File: config.mk
export PLATFORM = sky130hd
export DESIGN_NAME = pac_align_ctrl
export DESIGN_NICKNAME = d
export VERILOG_FILES = /design/src/design/pac_pkg.sv /design/src/design/pac_align_ctrl.sv /design/src/design/pac_chan_counter.sv /design/src/design/pac_lowpower.sv
export SDC_FILE = /design/constraint.sdc
export NUM_CORES = 1
export LEC_CHECK = 0
export BUFFER_PORTS_ARGS = -buffer_cell sky130_fd_sc_hd__buf_2
export CAP_MARGIN = 20
export CORE_MARGIN = 1
export CORE_UTILIZATION = 46
export DETAILED_ROUTE_END_ITERATION = 7
export GPL_TIMING_DRIVEN = 0
export PLACE_DENSITY = 0.66
export SETUP_SLACK_MARGIN = 0.5
export SLEW_MARGIN = 25
export SYNTH_ARGS = -nofsm -noshare
export SYNTH_HDL_FRONTEND = slang
export SYNTH_SLANG_ARGS = --single-unit
File: constraint.sdc
create_clock -name pclk -period 5.16 [get_ports pclk]
set_input_delay 1.032 -clock pclk [delete_from_list [all_inputs] [get_ports pclk]]
set_output_delay 1.032 -clock pclk [all_outputs]
set_load 0.01 [all_outputs]
File: src/design/pac_pkg.sv
// Constants and types for the PWM alignment and pairing control slice.
// Assumes a 32-bit APB slave on pclk; registers sit one per aligned word.
package pac_pkg;

    localparam int NUM_CH = 6;
    localparam int NUM_PAIRS = 3;

    // Register indices; byte address is four times the index
    localparam logic [7:0] ALIGN_IDX = 8'h04;
    localparam logic [7:0] CTRL_IDX = 8'h05;
    localparam logic [7:0] ALIGN_ADDR = {ALIGN_IDX[5:0], 2'b00};
    localparam logic [7:0] CTRL_ADDR = {CTRL_IDX[5:0], 2'b00};

    // Field positions in the control register
    localparam int PAIR01_POS = 4;
    localparam int PAIR23_POS = 5;
    localparam int PAIR45_POS = 6;
    localparam int WAIT_STOP_POS = 3;
    localparam int FREEZE_STOP_POS = 2;

    // Writable bits; the rest read as zero
    localparam logic [7:0] ALIGN_MASK = 8'h3f;
    localparam logic [7:0] CTRL_MASK = 8'h7c;

    // Values after reset
    localparam logic [7:0] ALIGN_RESET = 8'h00;
    localparam logic [7:0] CTRL_RESET = 8'h00;
    localparam logic [15:0] CNT_RESET = 16'h0000;
    localparam logic [31:0] RDATA_RESET = 32'h0000_0000;

    typedef enum logic
    {
        PAC_DIR_UP = 1'b0,
        PAC_DIR_DOWN = 1'b1
    } pac_dir_t;

endpackage

File: src/design/pac_align_ctrl.sv
// Alignment and pairing control of a six-channel PWM, with APB registers.
// Assumes prescaler ticks, enables, polarity, clock selects, period, duty
// and counter write strobes come from pclk-domain logic beside this block.
`timescale 1ns/1ps

// What this block does
// - Bits 5..0 pick per channel: 0 left aligned, 1 center aligned.
// - Control bits 6, 5, 4 pair channels 4/5, 2/3, 0/1 into 16 bits.
// - In a pair the even channel is the high byte, odd the low byte.
// - A paired channel drives only the odd channel's output pin.
// - The odd channel's clock, polarity, enable and alignment govern a pair.
// - Wait stop bit 3 halts the prescaler clock while in wait mode.
// - Freeze stop bit 2 halts the prescaler clock, and counters, in freeze.
// - Registers stay accessible; clock resumes when bit clears or freeze ends.
// - Left counts 0 to period-1; center counts up to period and down.
// - Writing either byte of a paired counter resets the whole 16-bit count.
module pac_align_ctrl
(
    // APB slave
    input wire logic pclk,
    input wire logic presetn,
    input wire logic psel,
    input wire logic penable,
    input wire logic pwrite,
    input wire logic [7:0] paddr,
    input wire logic [31:0] pwdata,
    output logic [31:0] prdata,
    output logic pready,
    output logic pslverr,
    // Mode pins, asynchronous
    input wire logic wait_mode,
    input wire logic freeze_mode,
    // Prescaler ticks: clock A, SA, B, SB
    input wire logic tick_a,
    input wire logic tick_sa,
    input wire logic tick_b,
    input wire logic tick_sb,
    // Per-channel settings from the neighbouring registers
    input wire logic [5:0] channel_enable_bit,
    input wire logic [5:0] channel_polarity_bit,
    input wire logic [5:0] channel_clock_select_bit,
    input wire logic [47:0] channel_period_value,
    input wire logic [47:0] channel_duty_value,
    input wire logic [5:0] counter_write,
    // Results
    output logic [5:0] waveform_output_port,
    output logic [47:0] channel_counter,
    output logic [5:0] center_align_bit,
    output logic [2:0] pair_enable,
    output logic prescaler_run
);
    logic [7:0] align_reg;
    logic [7:0] align_next;
    logic [7:0] ctrl_reg;
    logic [7:0] ctrl_next;
    logic [31:0] prdata_reg;
    logic [31:0] prdata_next;
    logic pready_reg;
    logic pready_next;
    logic pslverr_reg;
    logic pslverr_next;
    logic [5:0] wave_reg;
    logic [5:0] wave_next;
    logic [47:0] cnt_out_reg;
    logic [47:0] cnt_out_next;

    logic setup;
    logic access;
    logic hit_align;
    logic hit_ctrl;
    logic [2:0] paired;
    logic run;
    logic [15:0] eng_count [6];
    logic [5:0] eng_wave;

    assign setup = psel && !penable;
    assign access = psel && penable && pready_reg;
    assign hit_align = (paddr == pac_pkg::ALIGN_ADDR);
    assign hit_ctrl = (paddr == pac_pkg::CTRL_ADDR);
    assign paired = {ctrl_reg[pac_pkg::PAIR45_POS], ctrl_reg[pac_pkg::PAIR23_POS],
                     ctrl_reg[pac_pkg::PAIR01_POS]};

    // Register file and bus answer, access with zero wait states
    always_comb
    begin
        align_next = align_reg;
        ctrl_next = ctrl_reg;
        prdata_next = prdata_reg;
        pready_next = setup;
        pslverr_next = setup && !(hit_align || hit_ctrl);
        if (setup)
        begin
            if (hit_align)
                prdata_next = {24'h00_0000, align_reg};
            else if (hit_ctrl)
                prdata_next = {24'h00_0000, ctrl_reg};
            else
                prdata_next = pac_pkg::RDATA_RESET;
        end
        // Writes honoured in freeze too, so software can lift the gating
        if (access && pwrite && hit_align)
            align_next = pwdata[7:0] & pac_pkg::ALIGN_MASK;
        if (access && pwrite && hit_ctrl)
            ctrl_next = pwdata[7:0] & pac_pkg::CTRL_MASK;
    end

    always_ff @(posedge pclk or negedge presetn)
    begin
        if (!presetn)
        begin
            align_reg <= pac_pkg::ALIGN_RESET;
            ctrl_reg <= pac_pkg::CTRL_RESET;
            prdata_reg <= pac_pkg::RDATA_RESET;
            pready_reg <= 1'b0;
            pslverr_reg <= 1'b0;
        end
        else
        begin
            align_reg <= align_next;
            ctrl_reg <= ctrl_next;
            prdata_reg <= prdata_next;
            pready_reg <= pready_next;
            pslverr_reg <= pslverr_next;
        end
    end

    pac_lowpower pac_lowpower_i
    (
        .pclk(pclk),
        .presetn(presetn),
        .wait_mode(wait_mode),
        .freeze_mode(freeze_mode),
        .wait_stop(ctrl_reg[pac_pkg::WAIT_STOP_POS]),
        .freeze_stop(ctrl_reg[pac_pkg::FREEZE_STOP_POS]),
        .prescaler_run(run)
    );

    genvar i;
    generate
        for (i = 0; i < pac_pkg::NUM_CH; i++)
        begin : g_ch
            localparam int P = i / 2;
            logic base_tick;
            logic scaled_tick;
            logic tick;
            logic en;
            logic clr;
            logic [15:0] per;
            logic [15:0] dty;

            // Channels 2 and 3 run from clock B, the rest from clock A
            assign base_tick = (P == 1) ? tick_b : tick_a;
            assign scaled_tick = (P == 1) ? tick_sb : tick_sa;
            // Gated prescaler stops every counter
            assign tick = run && (channel_clock_select_bit[i] ? scaled_tick : base_tick);

            if ((i % 2) == 1)
            begin : g_odd
                // Odd channel owns the pair; even bytes on top
                assign per = paired[P] ? {channel_period_value[8*i-1 -: 8],
                                          channel_period_value[8*i+7 -: 8]}
                                       : {8'h00, channel_period_value[8*i+7 -: 8]};
                assign dty = paired[P] ? {channel_duty_value[8*i-1 -: 8],
                                          channel_duty_value[8*i+7 -: 8]}
                                       : {8'h00, channel_duty_value[8*i+7 -: 8]};
                assign en = channel_enable_bit[i];
                assign clr = counter_write[i] || (paired[P] && counter_write[i-1]);
            end
            else
            begin : g_even
                // Idle and cleared while its pair partner runs 16 bits
                assign per = {8'h00, channel_period_value[8*i+7 -: 8]};
                assign dty = {8'h00, channel_duty_value[8*i+7 -: 8]};
                assign en = channel_enable_bit[i] && !paired[P];
                assign clr = counter_write[i] || paired[P];
            end

            pac_chan_counter pac_chan_counter_i
            (
                .pclk(pclk),
                .presetn(presetn),
                .tick(tick),
                .enable(en),
                .center(align_reg[i]),
                .polarity(channel_polarity_bit[i]),
                .clear(clr),
                .period(per),
                .duty(dty),
                .count(eng_count[i]),
                .wave(eng_wave[i])
            );
        end
    endgenerate

    // Output staging so every pin leaves from a flop
    always_comb
    begin
        wave_next = eng_wave;
        cnt_out_next = cnt_out_reg;
        for (int k = 0; k < pac_pkg::NUM_CH; k++)
        begin
            if ((k % 2) == 0 && paired[k/2])
            begin
                wave_next[k] = 1'b0;
                cnt_out_next[8*k +: 8] = eng_count[k+1][15:8];
            end
            else
                cnt_out_next[8*k +: 8] = eng_count[k][7:0];
        end
    end

    always_ff @(posedge pclk or negedge presetn)
    begin
        if (!presetn)
        begin
            wave_reg <= 6'b00_0000;
            cnt_out_reg <= 48'h0000_0000_0000;
        end
        else
        begin
            wave_reg <= wave_next;
            cnt_out_reg <= cnt_out_next;
        end
    end

    assign prdata = prdata_reg;
    assign pready = pready_reg;
    assign pslverr = pslverr_reg;
    assign waveform_output_port = wave_reg;
    assign channel_counter = cnt_out_reg;
    assign center_align_bit = align_reg[5:0];
    assign pair_enable = paired;
    assign prescaler_run = run;

    apb_answer_a: assert property (@(posedge pclk) disable iff (!presetn)
        setup |=> (pready && !(penable && psel && pready && $past(pready))))
        else $error("setup cycle not answered in the next cycle");

    align_write_a: assert property (@(posedge pclk) disable iff (!presetn)
        (access && pwrite && hit_align)
        |=> (align_reg == ($past(pwdata[7:0]) & pac_pkg::ALIGN_MASK)))
        else $error("alignment register did not take the written value");

    rsvd_read_a: assert property (@(posedge pclk) disable iff (!presetn)
        (setup && (hit_align || hit_ctrl))
        |=> (prdata[31:7] == 25'h000_0000 && (!$past(hit_align) || !prdata[6])
             && (!$past(hit_ctrl) || prdata[1:0] == 2'b00)))
        else $error("reserved bits did not read as zero");

    pair_pin_a: assert property (@(posedge pclk) disable iff (!presetn)
        paired[2] |=> !waveform_output_port[4])
        else $error("paired even pin was driven");

    pair_high_a: assert property (@(posedge pclk) disable iff (!presetn)
        paired[0] |=> (channel_counter[7:0] == $past(eng_count[1][15:8])))
        else $error("paired high byte did not come from the 16-bit count");

    pair_clear_a: assert property (@(posedge pclk) disable iff (!presetn)
        (paired[1] && counter_write[2]) |=> ##1 (channel_counter[31:16] == 16'h0000))
        else $error("high byte write did not reset the paired counter");

    freeze_access_a: assert property (@(posedge pclk) disable iff (!presetn)
        (!prescaler_run && setup && hit_ctrl) |=> (pready && !pslverr))
        else $error("register access refused while gated");

    align_mirror_a: assert property (@(posedge pclk) disable iff (!presetn)
        (access && pwrite && hit_align) |=> (center_align_bit == $past(pwdata[5:0])))
        else $error("alignment bits not mirrored after a write");

    pair_map_a: assert property (@(posedge pclk) disable iff (!presetn)
        (access && pwrite && hit_ctrl) |=> (pair_enable == $past(pwdata[6:4])))
        else $error("pairing bits did not follow the control write");

    ctrl_rsvd_a: assert property (@(posedge pclk) disable iff (!presetn)
        (access && pwrite && hit_ctrl) |=> (ctrl_reg[7] == 1'b0 && ctrl_reg[1:0] == 2'b00))
        else $error("reserved control bits took a written one");

    pair_pin0_a: assert property (@(posedge pclk) disable iff (!presetn)
        paired[0] |=> !waveform_output_port[0])
        else $error("paired even pin 0 was driven");

    // Odd enable alone decides the pair pin, even enable is ignored
    odd_enable_a: assert property (@(posedge pclk) disable iff (!presetn)
        (paired[0] && !channel_enable_bit[1]) |=> ##1 !waveform_output_port[1])
        else $error("pair pin driven with odd channel disabled");

    // Unpaired counters 0 and 2 must hold still while the prescaler is gated
    gate_hold_a: assert property (@(posedge pclk) disable iff (!presetn)
        (!run && counter_write == 6'h00 && paired == 3'b000)
        |=> ({eng_count[0], eng_count[2]} == $past({eng_count[0], eng_count[2]})))
        else $error("channel counter moved while prescaler gated");

    pair23_cover: cover property (@(posedge pclk) disable iff (!presetn)
        paired[1] && counter_write[2]);

    align_cover: cover property (@(posedge pclk) disable iff (!presetn)
        access && pwrite && hit_align && pwdata[0]);

    pair_cover: cover property (@(posedge pclk) disable iff (!presetn)
        paired[2] && channel_enable_bit[5] && eng_count[5] > 16'h00ff);

endmodule

File: src/design/pac_chan_counter.sv
// One channel counter and waveform comparator, up to 16 bits wide.
// Assumes period and duty arrive already widened; tick is a pclk-domain pulse.
`timescale 1ns/1ps
module pac_chan_counter
(
    // Clock and reset
    input wire logic pclk,
    input wire logic presetn,
    // Control
    input wire logic tick,
    input wire logic enable,
    input wire logic center,
    input wire logic polarity,
    input wire logic clear,
    // Values
    input wire logic [15:0] period,
    input wire logic [15:0] duty,
    output logic [15:0] count,
    output logic wave
);
    logic [15:0] cnt_reg;
    logic [15:0] cnt_next;
    pac_pkg::pac_dir_t dir_reg;
    pac_pkg::pac_dir_t dir_next;
    logic wave_reg;
    logic wave_next;
    logic below_duty;

    always_comb
    begin
        cnt_next = cnt_reg;
        dir_next = dir_reg;
        below_duty = (cnt_reg < duty);
        if (clear)
        begin
            // Counter write restarts the period counting up
            cnt_next = pac_pkg::CNT_RESET;
            dir_next = pac_pkg::PAC_DIR_UP;
        end
        else if (enable && tick)
        begin
            if (!center)
            begin
                // Left aligned: 0 .. period-1
                if (period == 16'h0000 || cnt_reg >= period - 16'h0001)
                    cnt_next = pac_pkg::CNT_RESET;
                else
                    cnt_next = cnt_reg + 16'h0001;
            end
            else if (dir_reg == pac_pkg::PAC_DIR_UP)
            begin
                // Center aligned: up to period, then back to 0
                if (cnt_reg >= period)
                begin
                    dir_next = pac_pkg::PAC_DIR_DOWN;
                    cnt_next = (period == 16'h0000) ? 16'h0000 : cnt_reg - 16'h0001;
                end
                else
                    cnt_next = cnt_reg + 16'h0001;
            end
            else if (cnt_reg == 16'h0000)
            begin
                dir_next = pac_pkg::PAC_DIR_UP;
                cnt_next = (period == 16'h0000) ? 16'h0000 : 16'h0001;
            end
            else
                cnt_next = cnt_reg - 16'h0001;
        end
        wave_next = enable && (polarity ? below_duty : !below_duty);
    end

    always_ff @(posedge pclk or negedge presetn)
    begin
        if (!presetn)
        begin
            cnt_reg <= 16'h0000;
            dir_reg <= pac_pkg::PAC_DIR_UP;
            wave_reg <= 1'b0;
        end
        else
        begin
            cnt_reg <= cnt_next;
            dir_reg <= dir_next;
            wave_reg <= wave_next;
        end
    end

    assign count = cnt_reg;
    assign wave = wave_reg;

    left_wrap_a: assert property (@(posedge pclk) disable iff (!presetn)
        (tick && enable && !center && !clear && period != 16'h0000
         && cnt_reg == period - 16'h0001) |=> (cnt_reg == 16'h0000))
        else $error("left aligned counter did not wrap at period minus one");

    center_turn_a: assert property (@(posedge pclk) disable iff (!presetn)
        (tick && enable && center && !clear && period > 16'h0001
         && dir_reg == pac_pkg::PAC_DIR_UP && cnt_reg == period)
        |=> (dir_reg == pac_pkg::PAC_DIR_DOWN && cnt_reg == $past(period) - 16'h0001))
        else $error("center aligned counter did not turn down at period");

    counter_clear_a: assert property (@(posedge pclk) disable iff (!presetn)
        clear |=> (cnt_reg == 16'h0000 && dir_reg == pac_pkg::PAC_DIR_UP))
        else $error("counter write did not restart the counter");

endmodule

File: src/design/pac_lowpower.sv
// Wait and freeze gating of the prescaler input clock.
// Assumes wait and freeze mode levels come from another domain.
`timescale 1ns/1ps
module pac_lowpower
(
    // Clock and reset
    input wire logic pclk,
    input wire logic presetn,
    // Mode pins, asynchronous
    input wire logic wait_mode,
    input wire logic freeze_mode,
    // Control bits
    input wire logic wait_stop,
    input wire logic freeze_stop,
    // Result
    output logic prescaler_run
);
    logic [1:0] wait_sync_reg;
    logic [1:0] wait_sync_next;
    logic [1:0] frz_sync_reg;
    logic [1:0] frz_sync_next;
    logic run_reg;
    logic run_next;

    always_comb
    begin
        wait_sync_next = {wait_sync_reg[0], wait_mode};
        frz_sync_next = {frz_sync_reg[0], freeze_mode};
        // Only the second stage is looked at
        run_next = !((wait_stop && wait_sync_reg[1])
                     || (freeze_stop && frz_sync_reg[1]));
    end

    always_ff @(posedge pclk or negedge presetn)
    begin
        if (!presetn)
        begin
            wait_sync_reg <= 2'b00;
            frz_sync_reg <= 2'b00;
            run_reg <= 1'b1;
        end
        else
        begin
            wait_sync_reg <= wait_sync_next;
            frz_sync_reg <= frz_sync_next;
            run_reg <= run_next;
        end
    end

    assign prescaler_run = run_reg;

    wait_gate_a: assert property (@(posedge pclk) disable iff (!presetn)
        (wait_stop && wait_sync_reg[1]) |=> !prescaler_run)
        else $error("prescaler clock ran in wait with wait stop set");

    freeze_gate_a: assert property (@(posedge pclk) disable iff (!presetn)
        (freeze_stop && frz_sync_reg[1]) |=> !prescaler_run)
        else $error("prescaler clock ran in freeze with freeze stop set");

    freeze_resume_a: assert property (@(posedge pclk) disable iff (!presetn)
        (!(freeze_stop && frz_sync_reg[1]) && !(wait_stop && wait_sync_reg[1]))
        |=> prescaler_run)
        else $error("prescaler clock did not resume");

    freeze_stop_cover: cover property (@(posedge pclk) disable iff (!presetn)
        (freeze_stop && frz_sync_reg[1]) ##1 !freeze_stop ##1 prescaler_run);

endmodule

# Yosys cells after proc, flatten, opt, wreduce, memory -nomap -nowiden
# Index checks and enable logic that the tools add are counted.
[word_totals] register_bits=212 inputBits=171 output_inout_bits=98 word_cells=271
[classes] add_sub_neg=18 magnitude_cmp=18 eq_ne=2 muxes=116 n_reduce_logical=89
[ops] cell="2-to-1 mux 16 bit" n=54
[ops] cell="zero test 16 bit" n=12
[ops] cell=">= comparator 16 bit" n=9
[ops] cell="subtractor 16 x 1 -> 16 bit (second input constant)" n=9
[ops] cell="adder 16 x 1 -> 16 bit (second input constant)" n=6
[ops] cell="2-to-1 mux 1 bit" n=57
[ops] cell=">= comparator 16 x 8 -> 1 bit" n=3
[ops] cell="< comparator 16 bit" n=3
[ops] cell="< comparator 16 x 8 -> 1 bit" n=3
[ops] cell="logical AND 1 bit" n=33
[ops] cell="2-to-1 mux 32 bit" n=1
[ops] cell="subtractor 8 x 1 -> 9 bit (second input constant)" n=3
[ops] cell="2-to-1 mux 8 bit" n=3
[ops] cell="nonzero test 2 bit" n=12
[ops] cell="equality test 8 x 5 -> 1 bit (second input constant)" n=2
[ops] cell="logical OR 1 bit" n=14
[ops] cell="zero test 1 bit" n=12
[ops] cell="AND reduction 2 bit" n=6
[ops] cell="2-to-1 mux 7 bit" n=1

# Depth between registers and ports, before layout
# Gate-level depths: netlist of run 1.
[logic_depth] word_depth=8 mapped_depth=16 ltp_nobuf=15

# By module
# From an unflattened synthesis of run 1, not the netlist that was laid out.
[unflattened] cells_unflattened=2758 hier_area_um2=22347.7
[by_module_without_submodules] module="pac_chan_counter at g_ch[0].pac_chan_counter_i ..." n_inst=4 cells_each=418 area_each_um2=3148.0 seq_area_each_um2=450.4
[by_module_without_submodules] module="pac_chan_counter at g_ch[5].pac_chan_counter_i" n_inst=1 cells_each=430 area_each_um2=3243.1 seq_area_each_um2=450.4
[by_module_without_submodules] module="pac_align_ctrl" n_inst=1 cells_each=252 area_each_um2=3225.6 seq_area_each_um2=1851.8
[by_module_without_submodules] module="pac_chan_counter at g_ch[1].pac_chan_counter_i" n_inst=1 cells_each=398 area_each_um2=3148.0 seq_area_each_um2=450.4
[by_module_without_submodules] module="pac_lowpower" n_inst=1 cells_each=6 area_each_um2=138.9 seq_area_each_um2=126.4

# Worst setup path before layout of run 1
# Ideal clock, no wire load.
[synth_timing] path_type="input port to flip-flop" start="input channel_period_value[29]" end="register g_ch[3].pac_chan_counter_i.cnt_reg[2]" setup_ns=0.078 arrival_ns=4.114 required_ns=5.082 setup_slack_ns=0.968 path_stages=15 n_path_buf=0 path_cell_list="nor4_1 and3_1 nand2_1 a21oi_1 a21oi_1 a21oi_1 ha_1 a211oi_1 nor2_1 nor4_1 a2bb2oi_1 a32oi_4 or3_1 o21ai_0 o2bb2ai_1"
[synth_via] elab_chain_cells=8 word_cells_on_any_way=13 cone_classes="add/sub (1); order compare (2); mux (8); reduce/logical (2)"
[synth_rtl] item="start: declaration" line="pac_align_ctrl.sv:42" source="input wire logic [47:0] channel_period_value,"
[synth_rtl] item="2-to-1 mux 16 bit (*)" line="pac_align_ctrl.sv:160" source="assign per = paired[P] ? {channel_period_value[8*i-1 -: 8],"
[synth_rtl] item="subtractor 16 x 1 -> 16 bit or zero test 16 bit (tied branches)" line="pac_chan_counter.sv:45, pac_chan_counter.sv:56"
[synth_rtl] item=">= comparator 16 bit or 2-to-1 mux 16 bit (tied branches)" line="pac_chan_counter.sv:45, pac_chan_counter.sv:56"
[synth_rtl] item="logical OR 1 bit or 2-to-1 mux 16 bit (tied branches)" line="pac_chan_counter.sv:45, pac_chan_counter.sv:53"
[synth_rtl] item="2-to-1 mux 16 bit (on tied branches)" line="pac_chan_counter.sv:45, pac_chan_counter.sv:50"
[synth_rtl] item="2-to-1 mux 16 bit (*)" line="pac_chan_counter.sv:42" source="if (!center)"
[synth_rtl] item="2-to-1 mux 16 bit (*)" line="pac_chan_counter.sv:40" source="else if (enable && tick)"
[synth_rtl] item="2-to-1 mux 16 bit (*)" line="pac_chan_counter.sv:34" source="if (clear)"
[synth_rtl] item="end signal: assignment" line="pac_chan_counter.sv:82" source="cnt_reg <= cnt_next;"
[synth_rtl] item="end: declaration" line="pac_chan_counter.sv:21" source="logic [15:0] cnt_reg;"
# Mark *: on every way between the ends. The rest lies on a longest branch, timed or not. The select of a mux whose other input is x is not followed.
# A chain may end at the register's enable or synchronous reset.

# Final worst setup path of run 1
[layout_timing] start="input channel_period_value[42]" end="register g_ch[5].pac_chan_counter_i.cnt_reg[2]"
[layout_via] elab_chain_cells=8 word_cells_on_any_way=13 cone_classes="add/sub (1); order compare (2); mux (8); reduce/logical (2)"
[layout_rtl] item="2-to-1 mux 16 bit (*)" line="pac_align_ctrl.sv:160"
[layout_rtl] item="subtractor 16 x 1 -> 16 bit or zero test 16 bit (tied branches)" line="pac_chan_counter.sv:45, pac_chan_counter.sv:56"
[layout_rtl] item=">= comparator 16 bit or 2-to-1 mux 16 bit (tied branches)" line="pac_chan_counter.sv:45, pac_chan_counter.sv:56"
[layout_rtl] item="logical OR 1 bit or 2-to-1 mux 16 bit (tied branches)" line="pac_chan_counter.sv:45, pac_chan_counter.sv:53"
[layout_rtl] item="2-to-1 mux 16 bit (on tied branches)" line="pac_chan_counter.sv:45, pac_chan_counter.sv:50"
[layout_rtl] item="2-to-1 mux 16 bit (*)" line="pac_chan_counter.sv:42"
[layout_rtl] item="2-to-1 mux 16 bit (*)" line="pac_chan_counter.sv:40"
[layout_rtl] item="2-to-1 mux 16 bit (*)" line="pac_chan_counter.sv:34"
[layout_rtl] item="end signal: assignment" line="pac_chan_counter.sv:82"
[layout_rtl] item="end: declaration" line="pac_chan_counter.sv:21"
# Marked as above.

==> results of run 1 <==
==> kinds of logic after synthesis <==
logic type / synth area share (%)
AND/OR/NAND/NOR: 23.2
AO/OA/AOI/OAI: 22.2
buffers and inverters: 6.23
adder cells (fa/ha/maj): 17.4
flip-flops: 25.0
XOR/XNOR: 3.32
multiplexers: 2.60
other: 0.0200
==> cell usage in the layout, fill, tap and decap left out, types with 22 or more instances in the layout <==
| cell | Yosys | final |
|---|---|---|
| ha_1 | 261 | 261 |
| nand2_1 | 235 | 235 |
| buf_2 | 10 | 225 |
| dfrtp_1 | 186 | 186 |
| nor2_1 | 154 | 154 |
| o21ai_0 | 151 | 151 |
| inv_1 | 147 | 147 |
| a21oi_1 | 126 | 125 |
| nand3_1 | 93 | 93 |
| nor3_1 | 83 | 81 |
| clkbuf_1 | 66 | 65 |
| a21o_1 | 60 | 60 |
| xnor2_1 | 57 | 57 |
| a31oi_1 | 55 | 55 |
| nand4_1 | 49 | 49 |
| and3_1 | 41 | 41 |
| buf_4 | 36 | 36 |
| nand2b_1 | 29 | 29 |
| a211oi_1 | 29 | 29 |
| nor4_1 | 26 | 26 |
| conb_1 | 1 | 25 |
| mux2i_1 | 24 | 24 |
| mux2_2 | 22 | 22 |
==> layout make-up <==
class                           instances  area (µm²)  share of cell area (%)
Sequential cell                       187        4680                    22.0
Clock buffer                           20         457                    2.15
Multi-Input combinational cell       1881       13000                    61.1
Clock inverter                         12         161                   0.758
Inverter                              147         552                    2.59
Timing Repair Buffer                  218        1150                    5.38
Buffer                                121         619                    2.91
Tap cell                              525         657                    3.09
==> worst paths after layout <==
check / startpoint / cells after the start / endpoint / slack, ps
max reg2reg: ctrl_reg[4] / 13 / g_ch[1].pac_chan_counter_i.count[6] / 830
min reg2reg: pac_lowpower_i.wait_sync_reg[0] / 0 / pac_lowpower_i.wait_sync_reg[1] / 340
max in group asynchronous: presetn / 3 / pac_lowpower_i.prescaler_run / 3610
min: pac_lowpower_i.wait_sync_reg[0] / 0 / pac_lowpower_i.wait_sync_reg[1] / 340
min in group asynchronous: presetn / 1 / g_ch[4].pac_chan_counter_i.count[14] / 450
max: channel_period_value[42] / 16 / g_ch[5].pac_chan_counter_i.count[2] / 750
==> power breakdown <==
group	switching [mW]	internal, mW
Sequential	0.470	1.76
Combinational	3.41	2.20
Clock	0.649	0.795
Total	4.53	4.76
==> critical path, stage by stage <==
cell	delay, ps
buf_2	130
or4_4	550
nor4_1	340
and3_1	220
clkbuf_1	270
nand2_1	110
xnor2_1	140
ha_1	310
nand4_1	100
a211oi_1	270
o311ai_0	320
a41oi_2	300
buf_4	210
nor2_1	70
a221oi_1	310
nor2_1	80
==> metrics by stage <==
stage                     cells  hold WS [ps]  util (%)
after floorplan            2336           331         -
after global placement     3077           332      51.4
after detailed placement   3079           335      51.6
after CTS                  3111           347      53.1
after global routing       3111           349      53.2
final                      3111           344      53.2
==> synthesized netlist by cell type, types with 9 or more instances <==
master / count
inv_1: 147
dfrtp_1: 186
a211oi_1: 29
o22ai_1: 15
a31oi_1: 55
nand2_1: 235
a22o_1: 9
clkbuf_1: 66
mux2i_1: 24
a21o_1: 60
and2_1: 15
nand2b_1: 29
nand3_1: 93
buf_2: 10
a21boi_0: 12
or3_1: 18
nor3b_1: 16
buf_4: 36
nor4_1: 26
xnor2_1: 57
o31ai_1: 18
ha_1: 261
mux2_2: 22
o21ai_0: 151
xor2_1: 14
o211ai_1: 12
nor3_1: 83
o21ai_1: 9
o2bb2ai_1: 9
o21a_1: 12
nor2_1: 154
a221oi_1: 9
nor2b_1: 17
nand4_1: 49
a21oi_1: 126
and3_1: 41
==> metal layers <==
layer  vias up  wire length [µm]
li1       9030                 -
met1      9015             26300
met2       739             27700
met3        87              3880
met4         0              1380
met5         -                 0
==> timing repair <==
| action | CTS | global route |
|---|---|---|
| setup endpoints to repair | 0 | 18 |
| setup buffers | 0 | 0 |
| gates resized for setup | 0 | 9 |
==> impl_metrics.xml, run 1 <==
<?xml version="1.0" encoding="UTF-8"?>
<metrics>
  <group name="grt">
    <metric name="gr-max-usage-layer" unit="">met2</metric>
    <metric name="vias_in_the_first_global_route" unit="">17961</metric>
    <metric name="overflow_after_grt" unit="">0</metric>
    <metric name="met2_usage" unit="%">46.6</metric>
    <metric name="grt_max_degree" unit="">75</metric>
    <metric name="grt_antenna_before_repair" unit="">0</metric>
    <metric name="globalRouteTotalUtil" unit="%">28.4</metric>
    <metric name="globalRouteMet3Util" unit="%">3.05</metric>
    <metric name="grtUsageMet1" unit="%">38.6</metric>
    <metric name="grt_pass1_wl" unit="mm">94.3</metric>
  </group>
  <group name="sta">
    <metric name="timing.fmax" unit="GHz">0.227</metric>
    <metric name="period_minus_slack" unit="ps">4410</metric>
    <metric name="final_worst_slack" unit="ps">753</metric>
    <metric name="slew_headroom" unit="%">37.3</metric>
    <metric name="setup-tns-final" unit="ps">0</metric>
    <metric name="worst_pin_slew" unit="ps">932</metric>
    <metric name="rsz0062_at_grt" unit="">false</metric>
    <metric name="report.final.slew_viol_count" unit="">0</metric>
    <metric name="share_of_the_cycle_needed_by_the_critical_path_after_routing" unit="%">85.4</metric>
    <metric name="timing_hold_violations_final" unit="">0</metric>
    <metric name="clock-skew-final" unit="ps">16.2</metric>
    <metric name="setup-violations-final" unit="">0</metric>
  </group>
  <group name="critical_path">
    <metric name="largest_fanout_on_the_critical_path" unit="">10</metric>
    <metric name="worst-endpoint-required" unit="ps">5510</metric>
    <metric name="critical_path_arrival" unit="ps">4760</metric>
    <metric name="timing.critical_path.to_type" unit="">flip-flop</metric>
    <metric name="path_class" unit="">in2reg</metric>
    <metric name="worstSetupStartpointType" unit="">input port</metric>
  </group>
  <group name="detailed_routing">
    <metric name="dr.first_iter.drc_count" unit="">1784</metric>
    <metric name="detail_route.first_pass.iterations" unit="">6</metric>
    <metric name="final_antenna_net_count" unit="">0</metric>
    <metric name="viasPerCell" unit="">6.07</metric>
    <metric name="wire_per_inst" unit="µm">19.1</metric>
    <metric name="routed_wl" unit="mm">59.3</metric>
    <metric name="dr_total_vias" unit="">18871</metric>
    <metric name="drc" unit="">0</metric>
  </group>
  <group name="placement">
    <metric name="numPortBuffers" unit="">216</metric>
    <metric name="dp_hpwl" unit="mm">46.8</metric>
    <metric name="detailedPlace.worstSlack" unit="ps">159</metric>
    <metric name="finalWeightedCongestion" unit="">0.947</metric>
    <metric name="dpl-instance-area" unit="µm²">20600</metric>
  </group>
  <group name="job">
    <metric name="maximum_capacitance_violations" unit="">0</metric>
  </group>
  <group name="logic_synthesis">
    <metric name="yosysUniqueCellTypes" unit="">96</metric>
    <metric name="average_footprint_of_a_synthesized_cell" unit="µm²">8.11</metric>
    <metric name="dominantRegCellSynth" unit="">dfrtp_1</metric>
    <metric name="syn_inst" unit="">2312</metric>
    <metric name="netlist_area" unit="µm²">18800</metric>
    <metric name="ys_top_cells_by_area" unit="">dfrtp_1 25%, ha_1 17%, nand2_1 4.7%</metric>
    <metric name="yosys_warnings" unit="">0</metric>
    <metric name="yosys_register_bits" unit="">187</metric>
    <metric name="synthDominantAreaCellType" unit="">dfrtp_1</metric>
    <metric name="seq_area_frac_synth" unit="%">25.0</metric>
    <metric name="top_area_cell_type_share_of_the_netlist_area" unit="%">24.8</metric>
    <metric name="async_reset_ff_share" unit="%">100</metric>
    <metric name="number_of_synthesized_flops_with_an_enable_pin" unit="">0</metric>
  </group>
  <group name="floorplan">
    <metric name="fp.dieW" unit="µm">204</metric>
    <metric name="initial_utilization" unit="%">46.9</metric>
    <metric name="placeableCoreArea" unit="µm²">40000</metric>
    <metric name="io_pins" unit="">269</metric>
    <metric name="die_h" unit="µm">204</metric>
    <metric name="rows" unit="">73</metric>
    <metric name="fp.dieArea" unit="µm²">41600</metric>
  </group>
  <group name="pwr">
    <metric name="cellPowerDensity" unit="nW/µm²">436</metric>
    <metric name="design_power_total" unit="mW">9.29</metric>
    <metric name="vdd.ir_drop.worst" unit="µV">309</metric>
    <metric name="leakage" unit="nW">10.6</metric>
  </group>
  <group name="clock_tree">
    <metric name="cts_made_buffers" unit="">17</metric>
    <metric name="clock_latency_reported_for_the_late_side_of_the_worst_skew_pair" unit="ps">470</metric>
    <metric name="max-clock-path-buffers" unit="">2</metric>
    <metric name="cts_tree" unit="">done</metric>
    <metric name="cts.root.buffer_cell" unit="">clkbuf_16</metric>
    <metric name="cts.hold.buffers_added" unit="">0</metric>
    <metric name="clock_sink_count" unit="">187</metric>
    <metric name="cts_max_level" unit="">4</metric>
    <metric name="clk_transition_reported_paths" unit="ps">80</metric>
  </group>
  <group name="cells_and_area">
    <metric name="n_antenna_cell" unit="">0</metric>
    <metric name="largest_register_ff_count" unit="">96</metric>
    <metric name="layout-area-overhead-vs-synth" unit="%">13.5</metric>
    <metric name="num-fill-cells" unit="">3891</metric>
    <metric name="fraction_of_layout_cells_with_a_size_suffix_above_1" unit="%">14.6</metric>
    <metric name="final_instance_area" unit="µm²">21300</metric>
    <metric name="final_nets" unit="">3005</metric>
  </group>
  <group name="min_path">
    <metric name="hold_class" unit="">reg2reg</metric>
  </group>
  <group name="status">
    <metric name="run_status" unit="">complete, no violations</metric>
  </group>
</metrics>
(Power assumes the default switching activity.)
==> run 2, diff against run 1 <==
ABC_AREA = 1   (was unset)
==> run 2 against run 1 <==
  * Cell count up 32%
  * Hold slack better by 6.2 ps
  * Register-to-register slack better by 150 ps
  * Sequential power down 19%
  * Worst setup slack better by 220 ps
  * Largest power group unchanged
  * Combinational power down 32%
  * Largest cell class unchanged
  * Routed wire length up 9.0%
  * Die area up 15%
==> impl_metrics.xml, run 2 <==
<?xml version="1.0" encoding="UTF-8"?>
<metrics>
  <group name="critical_path">
    <metric name="crit_path_top_delay_cell" unit="">clkbuf_1</metric>
    <metric name="timing.critical_path.to_type" unit="">flip-flop</metric>
    <metric name="largest_fanout_on_the_critical_path" unit="">10</metric>
    <metric name="worst_path_most_repeated_cell" unit="">nand2_1</metric>
    <metric name="r2r-end" unit="">g_ch[1].pac_chan_counter_i.count[11]</metric>
    <metric name="worstSetupStartpointType" unit="">flip-flop</metric>
    <metric name="timing.critical_path.buf_inv" unit="">6</metric>
    <metric name="path_cells" unit="">buf_4, clkbuf_1, clkbuf_1, clkbuf_1, nand2_1, ha_1, nand2_1, inv_1, o21bai_1, a21oi_1, nor2_1, nand3_1, nand2_2, inv_1, nand3_1, nand2_1, nand2_1, nand2_1</metric>
    <metric name="rr_startpoint" unit="">ctrl_reg[4]</metric>
    <metric name="reg2regPathDepth" unit="">18</metric>
    <metric name="path_delay_family" unit="">buffers and inverters</metric>
    <metric name="critical_path_arrival" unit="ps">4580</metric>
    <metric name="path_class" unit="">reg2reg</metric>
    <metric name="timing.reg2reg.setup_slack" unit="ps">980</metric>
    <metric name="cpPeakStageDelay" unit="ps">560</metric>
    <metric name="worst-endpoint-required" unit="ps">5550</metric>
  </group>
  <group name="floorplan">
    <metric name="rows" unit="">78</metric>
    <metric name="initial_utilization" unit="%">47.1</metric>
    <metric name="fp.dieArea" unit="µm²">47700</metric>
    <metric name="placeableCoreArea" unit="µm²">45800</metric>
    <metric name="io_pins" unit="">269</metric>
    <metric name="fp.dieW" unit="µm">218</metric>
    <metric name="die_h" unit="µm">218</metric>
  </group>
  <group name="sta">
    <metric name="rsz0062_at_grt" unit="">false</metric>
    <metric name="setup-violations-final" unit="">0</metric>
    <metric name="period_minus_slack" unit="ps">4180</metric>
    <metric name="timing_hold_violations_final" unit="">0</metric>
    <metric name="setup-tns-final" unit="ps">0</metric>
    <metric name="timing.fmax" unit="GHz">0.239</metric>
    <metric name="worst_pin_slew" unit="ps">811</metric>
    <metric name="slew_headroom" unit="%">45.4</metric>
    <metric name="report.final.slew_viol_count" unit="">0</metric>
    <metric name="clock-skew-final" unit="ps">9.13</metric>
    <metric name="share_of_the_cycle_needed_by_the_critical_path_after_routing" unit="%">81.1</metric>
    <metric name="fin_worst_hold_slack" unit="ps">350</metric>
  </group>
  <group name="pwr">
    <metric name="cellPowerDensity" unit="nW/µm²">290</metric>
    <metric name="vdd.ir_drop.worst" unit="µV">373</metric>
    <metric name="leakage" unit="nW">13.6</metric>
  </group>
  <group name="grt">
    <metric name="met2_usage" unit="%">42.1</metric>
    <metric name="grt_max_degree" unit="">76</metric>
    <metric name="overflow_after_grt" unit="">0</metric>
    <metric name="globalRouteMet3Util" unit="%">4.31</metric>
    <metric name="globalRouteTotalUtil" unit="%">27.4</metric>
    <metric name="grt_antenna_before_repair" unit="">1</metric>
    <metric name="grt_pass1_wl" unit="mm">103</metric>
    <metric name="grtUsageMet1" unit="%">38.5</metric>
    <metric name="gr-max-usage-layer" unit="">met2</metric>
    <metric name="vias_in_the_first_global_route" unit="">19587</metric>
  </group>
  <group name="cells_and_area">
    <metric name="layout-area-overhead-vs-synth" unit="%">11.9</metric>
    <metric name="fraction_of_layout_cells_with_a_size_suffix_above_1" unit="%">14.4</metric>
    <metric name="num-fill-cells" unit="">4739</metric>
    <metric name="n_antenna_cell" unit="">0</metric>
    <metric name="final_core_util" unit="%">52.7</metric>
    <metric name="final_nets" unit="">3932</metric>
    <metric name="largest_register_ff_count" unit="">96</metric>
    <metric name="layout_commonest_cell" unit="">nand2_1</metric>
    <metric name="commonest_cells_after_routing_fill_and_taps_aside" unit="">923 x nand2_1, 362 x inv_1, 280 x nor2_1</metric>
  </group>
  <group name="detailed_routing">
    <metric name="dr.first_iter.drc_count" unit="">1665</metric>
    <metric name="final_antenna_net_count" unit="">0</metric>
    <metric name="routed_wl" unit="mm">64.7</metric>
    <metric name="wire_per_inst" unit="µm">15.7</metric>
    <metric name="viasPerCell" unit="">5.21</metric>
    <metric name="dr_total_vias" unit="">21440</metric>
    <metric name="detail_route.first_pass.iterations" unit="">6</metric>
    <metric name="drc" unit="">0</metric>
  </group>
  <group name="min_path">
    <metric name="hold_path_startpoint" unit="">g_ch[1].pac_chan_counter_i.wave</metric>
    <metric name="hold_class" unit="">reg2reg</metric>
    <metric name="worstHoldEndpoint" unit="">waveform_output_port[1]</metric>
    <metric name="worst_hold_path.num_cells" unit="">0</metric>
  </group>
  <group name="logic_synthesis">
    <metric name="yosys_warnings" unit="">0</metric>
    <metric name="number_of_synthesized_flops_with_an_enable_pin" unit="">0</metric>
    <metric name="seq_area_frac_synth" unit="%">21.7</metric>
    <metric name="ys_top_cells_by_area" unit="">dfrtp_1 22%, nand2_1 16%, ha_1 15%</metric>
    <metric name="average_footprint_of_a_synthesized_cell" unit="µm²">6.66</metric>
    <metric name="yosys.cell_count.top_type" unit="">nand2_1</metric>
    <metric name="dominantRegCellSynth" unit="">dfrtp_1</metric>
    <metric name="top_area_cell_type_share_of_the_netlist_area" unit="%">21.6</metric>
    <metric name="yosysUniqueCellTypes" unit="">60</metric>
    <metric name="yosys_register_bits" unit="">187</metric>
    <metric name="synthDominantAreaCellType" unit="">dfrtp_1</metric>
    <metric name="async_reset_ff_share" unit="%">100</metric>
    <metric name="netlist_area" unit="µm²">21500</metric>
    <metric name="syn_inst" unit="">3237</metric>
    <metric name="netlist_top_cells_count" unit="">923 x nand2_1, 362 x inv_1, 280 x nor2_1</metric>
  </group>
  <group name="clock_tree">
    <metric name="cts.hold.buffers_added" unit="">0</metric>
    <metric name="clock_latency_reported_for_the_late_side_of_the_worst_skew_pair" unit="ps">500</metric>
    <metric name="cts_made_buffers" unit="">17</metric>
    <metric name="max-clock-path-buffers" unit="">2</metric>
    <metric name="cts_repair_resize_count" unit="">0</metric>
    <metric name="clk_transition_reported_paths" unit="ps">70</metric>
    <metric name="clock_sink_count" unit="">187</metric>
    <metric name="cts_max_level" unit="">4</metric>
    <metric name="cts_tree" unit="">done</metric>
    <metric name="cts.root.buffer_cell" unit="">clkbuf_16</metric>
    <metric name="postCtsSetupBuffers" unit="">0</metric>
  </group>
  <group name="status">
    <metric name="run_status" unit="">complete, no violations</metric>
  </group>
  <group name="placement">
    <metric name="dp_hpwl" unit="mm">51.6</metric>
    <metric name="numPortBuffers" unit="">218</metric>
    <metric name="finalWeightedCongestion" unit="">0.974</metric>
  </group>
  <group name="job">
    <metric name="maximum_capacitance_violations" unit="">0</metric>
  </group>
</metrics>
-- run 2: cell count changes after synthesis, moves of 45 or more --
| cell | delta |
|---|---|
| a21oi_1 | +45 |
| nor2_1 | +126 |
| inv_1 | +215 |
| nand3_1 | +143 |
| a31oi_1 | -54 |
| nand2_1 | +688 |
| xor2_1 | +126 |
| a21o_1 | -59 |
-- run 2: cell families after synthesis --
group / Yosys count / share of synthesized area, %
simple gates: 1699 / 35.4
compound gates: 400 / 10.1
flops: 187 / 21.7
fa+ha+maj: 261 / 15.2
other cells: 1 / 0.0174
buf+inv: 519 / 10.6
xor+xnor: 170 / 6.91
-- run 2: per-layer routing --
metal | vias to the layer above | part of all wire (%)
li1 | 10994 | -
met3 | 97 | 5.7
met2 | 621 | 44
met4 | 0 | 2.9
met1 | 9728 | 47
met5 | - | 0
-- run 2: worst max path at each step --
stage | startpoint | endpoint | depth (start not counted)
2_1_floorplan | channel_period_value[40] | g_ch[5].pac_chan_counter_i.count[0] | 18
3_3_place_gp | presetn | g_ch[2].pac_chan_counter_i.count[5] | 1
5_1_grt | ctrl_reg[4] | g_ch[1].pac_chan_counter_i.count[12] | 18
6_report | ctrl_reg[4] | g_ch[1].pac_chan_counter_i.count[11] | 18
4_1_cts | ctrl_reg[4] | g_ch[1].pac_chan_counter_i.count[11] | 18
3_5_place_dp | channel_period_value[24] | g_ch[3].pac_chan_counter_i.count[11] | 20
-- run 2: cell type report --
cell class | instances | area (µm²) | area share [%]
flip-flops and latches | 187 | 4680 | 19.4
repair buffers | 220 | 1160 | 4.80
clock buffers | 17 | 425 | 1.76
well taps | 600 | 751 | 3.11
plain buffers | 135 | 853 | 3.54
inverters | 384 | 1440 | 5.98
clock inverters | 15 | 139 | 0.576
multi-input cells | 2555 | 14700 | 60.8
-- run 2: stage by stage --
stage | cells | setup WS [ps] | total power [mW] | instance area [µm²]
global route | 4113 | 536 | 7.56 | 24100
finish | 4113 | 975 | 6.99 | 24100
global placement | 4079 | -333 | 5.55 | 23500
detailed placement | 4081 | 936 | 5.57 | 23500
CTS | 4113 | 997 | 6.96 | 24100
floorplan | 3261 | 1670 | 4.56 | 21600
-- run 2: power breakdown --
part	leakage [nW]	internal (mW)	total, mW	switching [mW]
combinational	10.8	1.33	3.83	2.50
clock	0.263	0.670	1.35	0.679
sequential	2.55	1.62	1.81	0.195
total	13.6	3.62	6.99	3.38
-- run 2: worst register-to-register path, stage by stage (launching register included) --
cell and delay (ps):
dfrtp_1 410, buf_4 230, clkbuf_1 390, clkbuf_1 510
clkbuf_1 560, nand2_1 130, ha_1 320, nand2_1 70
inv_1 40, o21bai_1 120, a21oi_1 80, nor2_1 300
nand3_1 220, nand2_2 220, inv_1 180, nand3_1 120
nand2_1 60, nand2_1 70, nand2_1 50
==> run 3, diff against run 2 <==
clock period = 4.2 ns   (was 5.16 ns; I/O delays follow)
==> run 3 against run 2 <==
  * Clock skew up 2.1 ps
  * Hold slack worse by 83 ps
  * Cell count hardly changed
  * Routed wire length barely moved
  * Sequential power grew 23%
  * Critical path depth decreased by 3
  * Die area unchanged
  * Register-to-register slack lost 120 ps
  * Combinational power rose by 23%
  * Highest routed layer unchanged
==> impl_metrics.xml, run 3 (synthesis results as in run 2) <==
<?xml version="1.0" encoding="UTF-8"?>
<metrics>
  <group name="status">
    <metric name="run_status" unit="">complete, no violations</metric>
  </group>
  <group name="clock_tree">
    <metric name="cts_max_level" unit="">4</metric>
    <metric name="cts.root.buffer_cell" unit="">clkbuf_16</metric>
    <metric name="clk_transition_reported_paths" unit="ps">70</metric>
    <metric name="max-clock-path-buffers" unit="">2</metric>
    <metric name="cts_tree" unit="">done</metric>
    <metric name="cts_made_buffers" unit="">17</metric>
    <metric name="clock_latency_reported_for_the_late_side_of_the_worst_skew_pair" unit="ps">500</metric>
    <metric name="clock_sink_count" unit="">187</metric>
  </group>
  <group name="detailed_routing">
    <metric name="final_antenna_net_count" unit="">0</metric>
    <metric name="dr.first_iter.drc_count" unit="">1652</metric>
    <metric name="detail_route.first_pass.iterations" unit="">5</metric>
    <metric name="dr_total_vias" unit="">21389</metric>
    <metric name="viasPerCell" unit="">5.20</metric>
    <metric name="routed_wl" unit="mm">64.7</metric>
    <metric name="wire_per_inst" unit="µm">15.7</metric>
    <metric name="drc" unit="">0</metric>
  </group>
  <group name="sta">
    <metric name="slew_headroom" unit="%">45.1</metric>
    <metric name="timing.fmax" unit="GHz">0.290</metric>
    <metric name="setup-violations-final" unit="">0</metric>
    <metric name="report.final.slew_viol_count" unit="">0</metric>
    <metric name="timing_hold_violations_final" unit="">0</metric>
    <metric name="period_minus_slack" unit="ps">3450</metric>
    <metric name="clock-skew-final" unit="ps">11.2</metric>
    <metric name="share_of_the_cycle_needed_by_the_critical_path_after_routing" unit="%">82.2</metric>
    <metric name="worst_pin_slew" unit="ps">814</metric>
    <metric name="fin_worst_hold_slack" unit="ps">267</metric>
    <metric name="final_worst_slack" unit="ps">747</metric>
    <metric name="rsz0062_at_grt" unit="">false</metric>
  </group>
  <group name="placement">
    <metric name="placed_cells_incl_taps" unit="">4081</metric>
    <metric name="detailedPlace.worstSlack" unit="ps">61.9</metric>
    <metric name="dp_hpwl" unit="mm">51.6</metric>
    <metric name="numPortBuffers" unit="">218</metric>
    <metric name="finalWeightedCongestion" unit="">0.974</metric>
  </group>
  <group name="cells_and_area">
    <metric name="fraction_of_layout_cells_with_a_size_suffix_above_1" unit="%">14.7</metric>
    <metric name="layout.cells.non_filler" unit="">4114</metric>
    <metric name="commonest_cells_after_routing_fill_and_taps_aside" unit="">923 x nand2_1, 362 x inv_1, 277 x nor2_1</metric>
    <metric name="layout-area-overhead-vs-synth" unit="%">12.1</metric>
    <metric name="final_nets" unit="">3933</metric>
    <metric name="final_core_util" unit="%">52.8</metric>
    <metric name="largest_register_ff_count" unit="">96</metric>
    <metric name="layout_commonest_cell" unit="">nand2_1</metric>
    <metric name="num-fill-cells" unit="">4732</metric>
    <metric name="n_antenna_cell" unit="">0</metric>
  </group>
  <group name="pwr">
    <metric name="leakage" unit="nW">13.6</metric>
    <metric name="cellPowerDensity" unit="nW/µm²">356</metric>
    <metric name="vdd.ir_drop.worst" unit="µV">458</metric>
    <metric name="design_power_total" unit="mW">8.60</metric>
  </group>
  <group name="floorplan">
    <metric name="io_pins" unit="">269</metric>
    <metric name="fp.dieArea" unit="µm²">47700</metric>
    <metric name="fp.dieW" unit="µm">218</metric>
    <metric name="die_h" unit="µm">218</metric>
    <metric name="initial_utilization" unit="%">47.1</metric>
    <metric name="placeableCoreArea" unit="µm²">45800</metric>
    <metric name="rows" unit="">78</metric>
  </group>
  <group name="critical_path">
    <metric name="critical_path_arrival" unit="ps">3890</metric>
    <metric name="worst-endpoint-required" unit="ps">4640</metric>
    <metric name="path_class" unit="">in2reg</metric>
    <metric name="worstSetupStartpointType" unit="">input port</metric>
    <metric name="largest_fanout_on_the_critical_path" unit="">8</metric>
    <metric name="timing.critical_path.to_type" unit="">flip-flop</metric>
  </group>
  <group name="grt">
    <metric name="globalRouteTotalUtil" unit="%">27.4</metric>
    <metric name="grt_pass1_wl" unit="mm">103</metric>
    <metric name="overflow_after_grt" unit="">0</metric>
    <metric name="vias_in_the_first_global_route" unit="">19587</metric>
    <metric name="grt_antenna_before_repair" unit="">1</metric>
    <metric name="grt_max_degree" unit="">76</metric>
  </group>
  <group name="min_path">
    <metric name="hold_class" unit="">in2async</metric>
  </group>
  <group name="job">
    <metric name="maximum_capacitance_violations" unit="">0</metric>
  </group>
</metrics>
-- run 3: path summary, 6_finish.rpt --
check	startpoint	to	slack, ps	cells after the start
setup / recovery	channel_period_value[4]	g_ch[0].pac_chan_counter_i.count[4]	750	15
max in group asynchronous	presetn	channel_counter[17]	3140	2
hold / removal	presetn	channel_counter[45]	270	1
min in group pclk	g_ch[1].pac_chan_counter_i.wave	waveform_output_port[1]	350	0
hold reg to reg	g_ch[1].pac_chan_counter_i.wave	waveform_output_port[1]	350	0
setup reg to reg	ctrl_reg[4]	g_ch[1].pac_chan_counter_i.count[11]	860	18
-- run 3: per-stage QoR --
stage | area (µm²) | TNS [ps]
floorplan | 21600 | 0
global placement | 23500 | -199940
detailed placement | 23500 | 0
CTS | 24100 | 0
global route | 24200 | 0
finish | 24200 | 0
-- run 3: report_power, final --
group	leakage [nW]	internal (mW)	switching, mW
Combinational	10.8	1.63	3.08
Sequential	2.55	1.99	0.241
Clock	0.263	0.823	0.835
-- run 3: cell type report --
| class | count | area (µm²) | share of cell area (%) |
|---|---|---|---|
| Multi-Input combinational cell | 2555 | 14700 | 60.8 |
| Clock buffer | 17 | 425 | 1.76 |
| Sequential cell | 187 | 4680 | 19.4 |
| Tap cell | 600 | 751 | 3.11 |
| Buffer | 135 | 862 | 3.57 |
| Clock inverter | 15 | 139 | 0.575 |
| Inverter | 384 | 1440 | 5.97 |
| Timing Repair Buffer | 221 | 1160 | 4.82 |
-- run 3: timing repair --
action / 4_1_cts / 5_1_grt
resized for setup: 3 / 12
buffers inserted: 0 / 1
hold buffers: 0 / 0
pin swaps: 0 / 2
endpoints found under the setup margin: 17 / 36
-- run 3: worst max-delay path, cell delays in order --
cell and delay [ps]:
buf_2 110, inv_1 120, nand2_1 140, nor3_2 210
nand3_1 390, ha_1 440, nand2_1 60, inv_1 30
o21ai_0 140, a21oi_1 90, nor2_1 200, nand4_1 340
a21boi_2 530, nand3_1 150, nand2_1 80
-- run 3: metal layers --
| layer | GRT usage [%] | vias up | part of all wire (%) |
|---|---|---|---|
| met5 | 0 | - | 0 |
| met4 | 10.1 | 0 | 2.9 |
| met3 | 4.31 | 97 | 5.6 |
| met2 | 42.1 | 595 | 44 |
| met1 | 38.5 | 9699 | 47 |
| li1 | - | 10998 | - |
